--- config.mk ---
export PLATFORM = sky130hd
export DESIGN_NAME = rsi_regs
export DESIGN_NICKNAME = d
export VERILOG_FILES = /design/src/core/rsi_pkg.sv /design/src/core/rsi_regs.sv /design/src/core/rsi_status_fields.sv
export SDC_FILE = /design/constraint.sdc
export NUM_CORES = 1
export LEC_CHECK = 0
export BUFFER_PORTS_ARGS = -buffer_cell sky130_fd_sc_hd__buf_4
export CORE_MARGIN = 10
export CORE_UTILIZATION = 30
export CTS_CLUSTER_SIZE = 10
export DETAILED_ROUTE_END_ITERATION = 16
export HOLD_SLACK_MARGIN = 0.02
export PLACE_DENSITY = 0.72
export SETUP_SLACK_MARGIN = 0.05
export SLEW_MARGIN = 20
export SYNTH_ARGS = -nofsm -noshare
export SYNTH_HDL_FRONTEND = slang
export SYNTH_SLANG_ARGS = --single-unit
export TNS_END_PERCENT = 1
--- constraint.sdc ---
create_clock -name clk_sys -period 2.9 [get_ports clk_sys]
set_clock_uncertainty 0.2 [all_clocks]
set_input_delay 0.725 -clock clk_sys [delete_from_list [all_inputs] [get_ports clk_sys]]
set_output_delay 0.725 -clock clk_sys [all_outputs]
set_load 0.005 [all_outputs]
--- src/core/rsi_pkg.sv ---
// Purpose: constants for the repeater status and identification register group
// Assumes: byte-wide registers at their printed offsets
// Notes:   identification values are parameters of the top module
package rsi_pkg;
  localparam logic [7:0] OffDevStatus  = 8'h0f;
  localparam logic [7:0] OffLinkStatus = 8'h10;
  localparam logic [7:0] OffSiliconRev = 8'h13;
  localparam logic [7:0] OffPartLow    = 8'h14;
  localparam logic [7:0] OffPartHigh   = 8'h15;
  localparam logic [7:0] OffCfgType    = 8'h16;
  localparam logic [7:0] RemoteKeyOpen = 8'h37;
  localparam logic [7:0] RemoteKeyNone = 8'h00;
  localparam logic [7:0] ReadZero      = 8'h00;
  localparam int         SpeedLsb      = 2;
  localparam int         RoleLsb       = 0;
  localparam int         BaseStepLsb   = 4;
  localparam int         CfgImageLsb   = 4;
  typedef enum logic [1:0] {
    SpdLow  = 2'b00,
    SpdFull = 2'b01,
    SpdHigh = 2'b10
  } rsi_speed_t;
  typedef enum logic [1:0] {
    RoleNone   = 2'b00,
    RoleDevice = 2'b01,
    RoleHost   = 2'b10
  } rsi_role_t;
  typedef enum logic [2:0] {
    LnkDeepStandby = 3'b000,
    LnkConnDetect  = 3'b001,
    LnkL1          = 3'b010,
    LnkL2          = 3'b011,
    LnkActiveHs    = 3'b101,
    LnkCompliance  = 3'b110,
    LnkTransition  = 3'b111
  } rsi_link_t;
endpackage : rsi_pkg

--- src/core/rsi_regs.sv ---
// Purpose: read-only status and identification registers of the repeater
// Assumes: local and remote read ports, one-cycle read latency
// Notes:   writes are accepted and discarded
`timescale 1ns/1ps
`default_nettype none
module rsi_regs
  import rsi_pkg::*;
#(
  parameter logic [3:0] BaseStep  = 4'h1, // arbitrary value
  parameter logic [3:0] MetalStep = 4'h0, // arbitrary value
  parameter logic [7:0] PartLow   = 8'h5a, // arbitrary value
  parameter logic [7:0] PartHigh  = 8'ha5, // arbitrary value
  parameter logic [3:0] CfgImage  = 4'h3, // arbitrary value
  parameter logic [1:0] ChipType  = 2'h2  // arbitrary value
)(
  input  wire logic       clk_sys,
  input  wire logic       rst,
  input  wire logic       locRead,
  input  wire logic       locWrite,
  input  wire logic [7:0] locAddr,
  input  wire logic [7:0] locWdata,
  input  wire logic       remRead,
  input  wire logic [7:0] remAddr,
  input  wire logic [7:0] remoteKey,
  input  wire logic       liveValid,
  input  wire logic [1:0] liveSpeed,
  input  wire logic [1:0] liveRole,
  input  wire logic [2:0] liveLink,
  output logic      [7:0] locRdata,
  output logic            locRvalid,
  output logic      [7:0] remRdata,
  output logic            remRvalid,
  output logic            remDenied,
  output logic      [7:0] devStatusOut,
  output logic      [7:0] linkStatusOut
);
  import rsi_pkg::*;

  logic [7:0] devNow;
  logic [7:0] linkNow;
  logic [7:0] devStatus_q,  devStatus_d;
  logic [7:0] linkStatus_q, linkStatus_d;
  logic [7:0] locRdata_q,   locRdata_d;
  logic       locRvalid_q,  locRvalid_d;
  logic [7:0] remRdata_q,   remRdata_d;
  logic       remRvalid_q,  remRvalid_d;
  logic       remDenied_q,  remDenied_d;
  logic       remOk;

  rsi_status_fields uFields (
    .liveValid  (liveValid),
    .liveSpeed  (liveSpeed),
    .liveRole   (liveRole),
    .liveLink   (liveLink),
    .devStatus  (devNow),
    .linkStatus (linkNow)
  );

  function automatic logic [7:0] readMux(input logic [7:0] addr, input logic [7:0] dev,
                                         input logic [7:0] lnk);
    case (addr)
      OffDevStatus:  readMux = dev;
      OffLinkStatus: readMux = lnk;
      OffSiliconRev: readMux = {BaseStep, MetalStep};
      OffPartLow:    readMux = PartLow;
      OffPartHigh:   readMux = PartHigh;
      OffCfgType:    readMux = {CfgImage, 2'b00, ChipType};
      default:       readMux = ReadZero;
    endcase
  endfunction : readMux

  function automatic logic remoteMapped(input logic [7:0] addr);
    remoteMapped = (addr == OffDevStatus) || (addr == OffLinkStatus) ||
                   (addr == OffSiliconRev) || (addr == OffPartLow) ||
                   (addr == OffPartHigh) || (addr == OffCfgType);
  endfunction : remoteMapped

  assign remOk = (remoteKey == RemoteKeyOpen) && remoteMapped(remAddr);

  always_comb
  begin
    devStatus_d  = devNow;
    linkStatus_d = linkNow;
    locRvalid_d  = locRead;
    locRdata_d   = locRead ? readMux(locAddr, devNow, linkNow) : ReadZero;
    remRvalid_d  = remRead;
    remRdata_d   = (remRead && remOk) ? readMux(remAddr, devNow, linkNow) : ReadZero;
    remDenied_d  = remRead && !remOk;
  end

  always_ff @(posedge clk_sys)
  begin
    if (rst)
    begin
      devStatus_q  <= ReadZero;
      linkStatus_q <= ReadZero;
      locRdata_q   <= ReadZero;
      locRvalid_q  <= 1'b0;
      remRdata_q   <= ReadZero;
      remRvalid_q  <= 1'b0;
      remDenied_q  <= 1'b0;
    end
    else
    begin
      devStatus_q  <= devStatus_d;
      linkStatus_q <= linkStatus_d;
      locRdata_q   <= locRdata_d;
      locRvalid_q  <= locRvalid_d;
      remRdata_q   <= remRdata_d;
      remRvalid_q  <= remRvalid_d;
      remDenied_q  <= remDenied_d;
    end
  end

  assign devStatusOut  = devStatus_q;
  assign linkStatusOut = linkStatus_q;
  assign locRdata      = locRdata_q;
  assign locRvalid     = locRvalid_q;
  assign remRdata      = remRdata_q;
  assign remRvalid     = remRvalid_q;
  assign remDenied     = remDenied_q;

  // locWrite/locWdata are deliberately unused: every register here is read-only
  logic unusedWrite;
  assign unusedWrite = locWrite ^ (^locWdata);

  property p_status_ro;
    @(posedge clk_sys) disable iff (rst)
      locWrite && !$past(rst) && $stable(liveSpeed) && $stable(liveRole) |=>
        devStatus_q == $past(devStatus_q);
  endproperty
  a_status_ro: assert property (p_status_ro) else $error("status changed on write");

  property p_speed;
    @(posedge clk_sys) disable iff (rst) 1 |=> devStatus_q[3:2] == $past(liveSpeed);
  endproperty
  a_speed: assert property (p_speed) else $error("speed field wrong");

  property p_role;
    @(posedge clk_sys) disable iff (rst) 1 |=> devStatus_q[1:0] == $past(liveRole);
  endproperty
  a_role: assert property (p_role) else $error("role field wrong");

  property p_link;
    @(posedge clk_sys) disable iff (rst) liveValid |=> linkStatus_q[2:0] == $past(liveLink);
  endproperty
  a_link: assert property (p_link) else $error("link field wrong");

  property p_trans;
    @(posedge clk_sys) disable iff (rst) !liveValid |=> linkStatus_q[2:0] == 3'b111;
  endproperty
  a_trans: assert property (p_trans) else $error("transition code missing");

  property p_rev;
    @(posedge clk_sys) disable iff (rst)
      locRead && locAddr == OffSiliconRev |=> locRvalid && locRdata == {BaseStep, MetalStep};
  endproperty
  a_rev: assert property (p_rev) else $error("revision read wrong");

  property p_part;
    @(posedge clk_sys) disable iff (rst)
      locRead && locAddr == OffPartHigh |=> locRdata == PartHigh;
  endproperty
  a_part: assert property (p_part) else $error("part high read wrong");

  property p_remote_block;
    @(posedge clk_sys) disable iff (rst)
      remRead && remoteKey != RemoteKeyOpen |=> remDenied && remRdata == ReadZero;
  endproperty
  a_remote_block: assert property (p_remote_block) else $error("remote read not blocked");

  property p_reserved;
    @(posedge clk_sys) disable iff (rst)
      1 |=> devStatus_q[7:4] == 4'h0 && linkStatus_q[7:3] == 5'h00;
  endproperty
  a_reserved: assert property (p_reserved) else $error("reserved bits set");

  property p_link_ro;
    @(posedge clk_sys) disable iff (rst)
      locWrite && !$past(rst) && liveValid && $past(liveValid) && $stable(liveLink) |=>
        linkStatus_q == $past(linkStatus_q);
  endproperty
  a_link_ro: assert property (p_link_ro) else $error("link status changed on write");

  property p_dev_read;
    @(posedge clk_sys) disable iff (rst)
      locRead && locAddr == OffDevStatus |=> locRdata == {4'h0, $past(liveSpeed), $past(liveRole)};
  endproperty
  a_dev_read: assert property (p_dev_read) else $error("status read wrong");

  property p_link_read;
    @(posedge clk_sys) disable iff (rst)
      locRead && locAddr == OffLinkStatus && liveValid |=> locRdata == {5'h00, $past(liveLink)};
  endproperty
  a_link_read: assert property (p_link_read) else $error("link read wrong");

  property p_metal;
    @(posedge clk_sys) disable iff (rst)
      locRead && locAddr == OffSiliconRev |=> locRdata[3:0] == MetalStep;
  endproperty
  a_metal: assert property (p_metal) else $error("metal step wrong");

  property p_part_low;
    @(posedge clk_sys) disable iff (rst)
      locRead && locAddr == OffPartLow |=> locRdata == PartLow;
  endproperty
  a_part_low: assert property (p_part_low) else $error("part low read wrong");

  property p_cfg;
    @(posedge clk_sys) disable iff (rst)
      locRead && locAddr == OffCfgType |=> locRdata[7:4] == CfgImage && locRdata[1:0] == ChipType;
  endproperty
  a_cfg: assert property (p_cfg) else $error("config and type read wrong");

  property p_cfg_reserved_field;
    @(posedge clk_sys) disable iff (rst)
      locRead && locAddr == OffCfgType |=> locRdata[3:2] == 2'b00;
  endproperty
  a_cfg_reserved_field: assert property (p_cfg_reserved_field) else $error("config reserved bits set");

  property p_loc_unmapped;
    @(posedge clk_sys) disable iff (rst)
      locRead && !remoteMapped(locAddr) |=> locRdata == ReadZero;
  endproperty
  a_loc_unmapped: assert property (p_loc_unmapped) else $error("unmapped local read not zero");

  property p_loc_valid;
    @(posedge clk_sys) disable iff (rst)
      locRead |=> locRvalid;
  endproperty
  a_loc_valid: assert property (p_loc_valid) else $error("local read not answered");

  property p_loc_idle;
    @(posedge clk_sys) disable iff (rst)
      !locRead |=> !locRvalid && locRdata == ReadZero;
  endproperty
  a_loc_idle: assert property (p_loc_idle) else $error("local answer without read");

  property p_rem_valid;
    @(posedge clk_sys) disable iff (rst)
      remRead |=> remRvalid;
  endproperty
  a_rem_valid: assert property (p_rem_valid) else $error("remote read not answered");

  property p_rem_idle;
    @(posedge clk_sys) disable iff (rst)
      !remRead |=> !remRvalid && !remDenied && remRdata == ReadZero;
  endproperty
  a_rem_idle: assert property (p_rem_idle) else $error("remote answer without read");

  property p_rem_key_zero;
    @(posedge clk_sys) disable iff (rst)
      remRead && remoteKey == RemoteKeyNone |=> remDenied && remRdata == ReadZero;
  endproperty
  a_rem_key_zero: assert property (p_rem_key_zero) else $error("closed key let a read through");

  property p_rem_unmapped;
    @(posedge clk_sys) disable iff (rst)
      remRead && !remoteMapped(remAddr) |=> remDenied && remRdata == ReadZero;
  endproperty
  a_rem_unmapped: assert property (p_rem_unmapped) else $error("unmapped remote read not refused");

  property p_rem_dev;
    @(posedge clk_sys) disable iff (rst)
      remRead && remoteKey == RemoteKeyOpen && remAddr == OffDevStatus |=>
        !remDenied && remRdata == {4'h0, $past(liveSpeed), $past(liveRole)};
  endproperty
  a_rem_dev: assert property (p_rem_dev) else $error("remote status read wrong");

  property p_rem_link;
    @(posedge clk_sys) disable iff (rst)
      remRead && remoteKey == RemoteKeyOpen && remAddr == OffLinkStatus && !liveValid |=>
        !remDenied && remRdata == {5'h00, LnkTransition};
  endproperty
  a_rem_link: assert property (p_rem_link) else $error("remote transition code wrong");

  property p_rem_rev;
    @(posedge clk_sys) disable iff (rst)
      remRead && remoteKey == RemoteKeyOpen && remAddr == OffSiliconRev |=>
        !remDenied && remRdata == {BaseStep, MetalStep};
  endproperty
  a_rem_rev: assert property (p_rem_rev) else $error("remote revision read wrong");

  property p_rem_part;
    @(posedge clk_sys) disable iff (rst)
      remRead && remoteKey == RemoteKeyOpen && remAddr == OffPartLow |=> !remDenied && remRdata == PartLow;
  endproperty
  a_rem_part: assert property (p_rem_part) else $error("remote part low read wrong");

  c_remote_ok: cover property (@(posedge clk_sys) disable iff (rst) remRead && remOk ##1 remRvalid);
  c_trans: cover property (@(posedge clk_sys) disable iff (rst) !liveValid ##1 liveValid);
  c_write: cover property (@(posedge clk_sys) disable iff (rst) locWrite && locAddr == OffDevStatus);
  c_deny: cover property (@(posedge clk_sys) disable iff (rst) remRead && remoteKey == RemoteKeyNone ##1 remDenied);
  c_rev: cover property (@(posedge clk_sys) disable iff (rst) locRead && locAddr == OffSiliconRev ##1 locRvalid);
endmodule : rsi_regs
`default_nettype wire

--- src/core/rsi_status_fields.sv ---
// Purpose: packs live repeater state into the two status bytes
// Assumes: inputs synchronous to clk_sys
// Notes:   combinational; the top registers the result
`timescale 1ns/1ps
`default_nettype none
module rsi_status_fields
  import rsi_pkg::*;
(
  input  wire logic       liveValid,
  input  wire logic [1:0] liveSpeed,
  input  wire logic [1:0] liveRole,
  input  wire logic [2:0] liveLink,
  output logic      [7:0] devStatus,
  output logic      [7:0] linkStatus
);
  always_comb
  begin
    devStatus  = {4'h0, liveSpeed, liveRole};
    linkStatus = {5'h00, liveValid ? liveLink : LnkTransition};
  end
endmodule : rsi_status_fields
`default_nettype wire

==> run metrics <==
Area Overhead vs Synth=44.5%; CP delay by family, top=simple AND/OR/NAND/NOR gates; GRT Overall Usage=under 10%; Clock Power Share=37.9%; Routed WL=3260 µm; 1st-iter DRT viols=68; total CTS buffers=3; synthesized area per cell=8.90 µm²; P_leak=about 0.74 nW; Crit-path slowest cell=or3_1; Power per Cell Area=446 nW/µm²; routed vias/inst=4.68; DR pass1 iterations=4; sequential power share=about half; top cell type by total area after synthesis=dfxtp_1; Crit. End Element=flop; most frequent cells after synthesis=dfxtp_1, nand2_1, nor3_1, nor2_1, buf_4; Sw Pwr=around 160 µW; post-DR wirelength/cell=between 10 and 15 µm; layout cell share with drive strength beyond 1=a little under two fifths; Final Cycle Share=76.3%; total grt overflow=0; Post-synth top flop=dfxtp_1; Logic pwr share=14.0%; root buf cell=clkbuf_8; CTS tree=yes; first-pass GRT wire length=5380 µm; RSZ-0062 raised after global routing=false; Synth Register Bits=26; postcts setup bufs=0; CP arrival=2190 ps; TritonCTS Sinks=26; vias=roughly 1100; Nets=239; top-count cell post-synth=dfxtp_1; num rows=22; antenna violations before repair=0; Worst Path Required=2880 ps; max_cap viols=0; Post-synth EDFFs=0; Async SR Flop Fraction=0%; Hold Crit Class=primary input to flop; Buf/Inv on CP=1; # diodes=0; Pint=608 µW; sequential-to-total area share from yosys stat=44.0%; critical path fanouts, max=6; Core ar.=3740 µm²; I/O pins=80; vias in the first global route=1185; Yosys top cell area share=between 40% and 50%; YS warnings=0; DRT antenna net count=0; Die Y=82.8 µm; Setup CP Type=primary input to flop; Syn Std Cell Area=1180 µm²; Gate Count Post-Synth=roughly 130; CP peak stage delay=480 ps; Die Wd=82.8 µm; die area=6860 µm²; final hold violations=0; Hold Buf Count CTS=0; Clock transition at path regs=90 ps; Peak supply drop=0.199 mV; hpwl dp=2820 µm; setup TNS=0 ps; gpl congestion=0.829; run status=finished clean; crit path launch type=primary input; synth top area cells=dfxtp_1, buf_4, nor3_1, nor2b_1, nand2_1; pin count of the biggest net entering global routing=16; initial core utilization=about a third; Min Hold Slack=469 ps; Final min period=~2200 ps; CTS H-Tree Depth=1; final slew viol count=0; clk buf depth=2; Sw Ratio=20.4%; cts repair resizes=0; Max Fclk=0.452 GHz; Port Buffers=61; count of cell types in the netlist=35; Post-route DRC=0; crit-path cells=buf_4, nand4b_1, or4_4, or3_1, nor4bb_4; final setup fails=0
## final cells by class
type | count | area, µm²
Multi-Input combinational cell | 97 | 582
Clock inverter | 1 | 30.0
Tap cell | 48 | 60.1
Fill cell | 382 | 2030
Inverter | 5 | 18.8
Clock buffer | 3 | 41.3
Sequential cell | 26 | 520
Timing Repair Buffer | 61 | 458
## path summary, 6_finish.rpt
path / startpoint / end / slack (ps) / depth (start not counted)
min: locAddr[1] / locRdata[7] / 470 / 2
max: remoteKey[3] / remRdata[4] / 690 / 5
## power by group through the flow
stage	logic [mW]	registers [mW]	clock network [mW]
2_1_floorplan	0.0504	0.376	0
3_3_place_gp	0.106	0.375	0
3_5_place_dp	0.107	0.375	0
4_1_cts	0.108	0.367	0.294
5_1_grt	0.120	0.368	0.310
6_report	0.107	0.367	0.289
## state kept, by name, summed over array words and instances (netlist names)
signal / count
devStatusOut: 4
linkStatusOut: 3
locRdata: 8
locRvalid: 1
remDenied: 1
remRdata: 8
remRvalid: 1
## cells in the final DEF, fill, tap and decap left out
master	Yosys	layout
nor3b_1	2	2
nor3_1	11	11
nand3b_1	1	1
buf_4	9	61
dfxtp_1	26	26
nor4bb_4	1	1
nand2b_1	4	4
conb_1	1	9
o21ai_0	4	4
nand3_1	2	2
or4b_2	1	1
xnor2_1	2	2
or3_1	3	3
maj3_1	2	2
o22a_1	2	2
a211oi_1	4	4
or4_1	1	1
a32oi_1	1	1
and3b_1	1	1
nor2_1	10	10
o31a_1	1	1
nand2_1	11	11
clkbuf_8	0	3
nand4b_1	2	2
a22oi_1	3	3
or3b_2	1	1
o21a_1	1	1
a21oi_1	3	3
or2_2	2	2
nor4_1	4	4
inv_1	5	5
or4_4	1	1
bufinv_16	0	1
nor2b_1	7	7
## layer usage
metal | up-vias | part of all wire (%) | wire, µm | track usage [%]
met5 | - | 0 | 0 | 0
met4 | 0 | 1.8 | 59 | 3.85
met3 | 6 | 7.7 | 251 | 2.83
met2 | 63 | 46 | 1480 | 14.4
met1 | 490 | 45 | 1460 | 10.8
li1 | 570 | - | - | -
## kinds of logic after synthesis
family                   count (synthesis)  share of synthesized area (%)
adder cells (fa/ha/maj)                  2                           1.69
AND/OR/NAND/NOR                         65                           32.1
buffers and inverters                   18                           9.41
flip-flops                              26                           44.0
other                                    1                          0.317
AO/OA/AOI/OAI                           19                           11.0
XOR/XNOR                                 2                           1.48
## metrics by stage
step / instances / util (%) / worst slack (ps) / total power, mW / instance area (µm²)
floorplan: 141 / - / 588 / 0.427 / 1210
global placement: 237 / 43.8 / 415 / 0.481 / 1640
detailed placement: 237 / 43.8 / 410 / 0.483 / 1640
CTS: 241 / 45.7 / 685 / 0.768 / 1710
global route: 241 / 45.7 / 599 / 0.798 / 1710
finish: 241 / 45.7 / 687 / 0.763 / 1710
No activity file was read; power rests on OpenSTA's default activity.
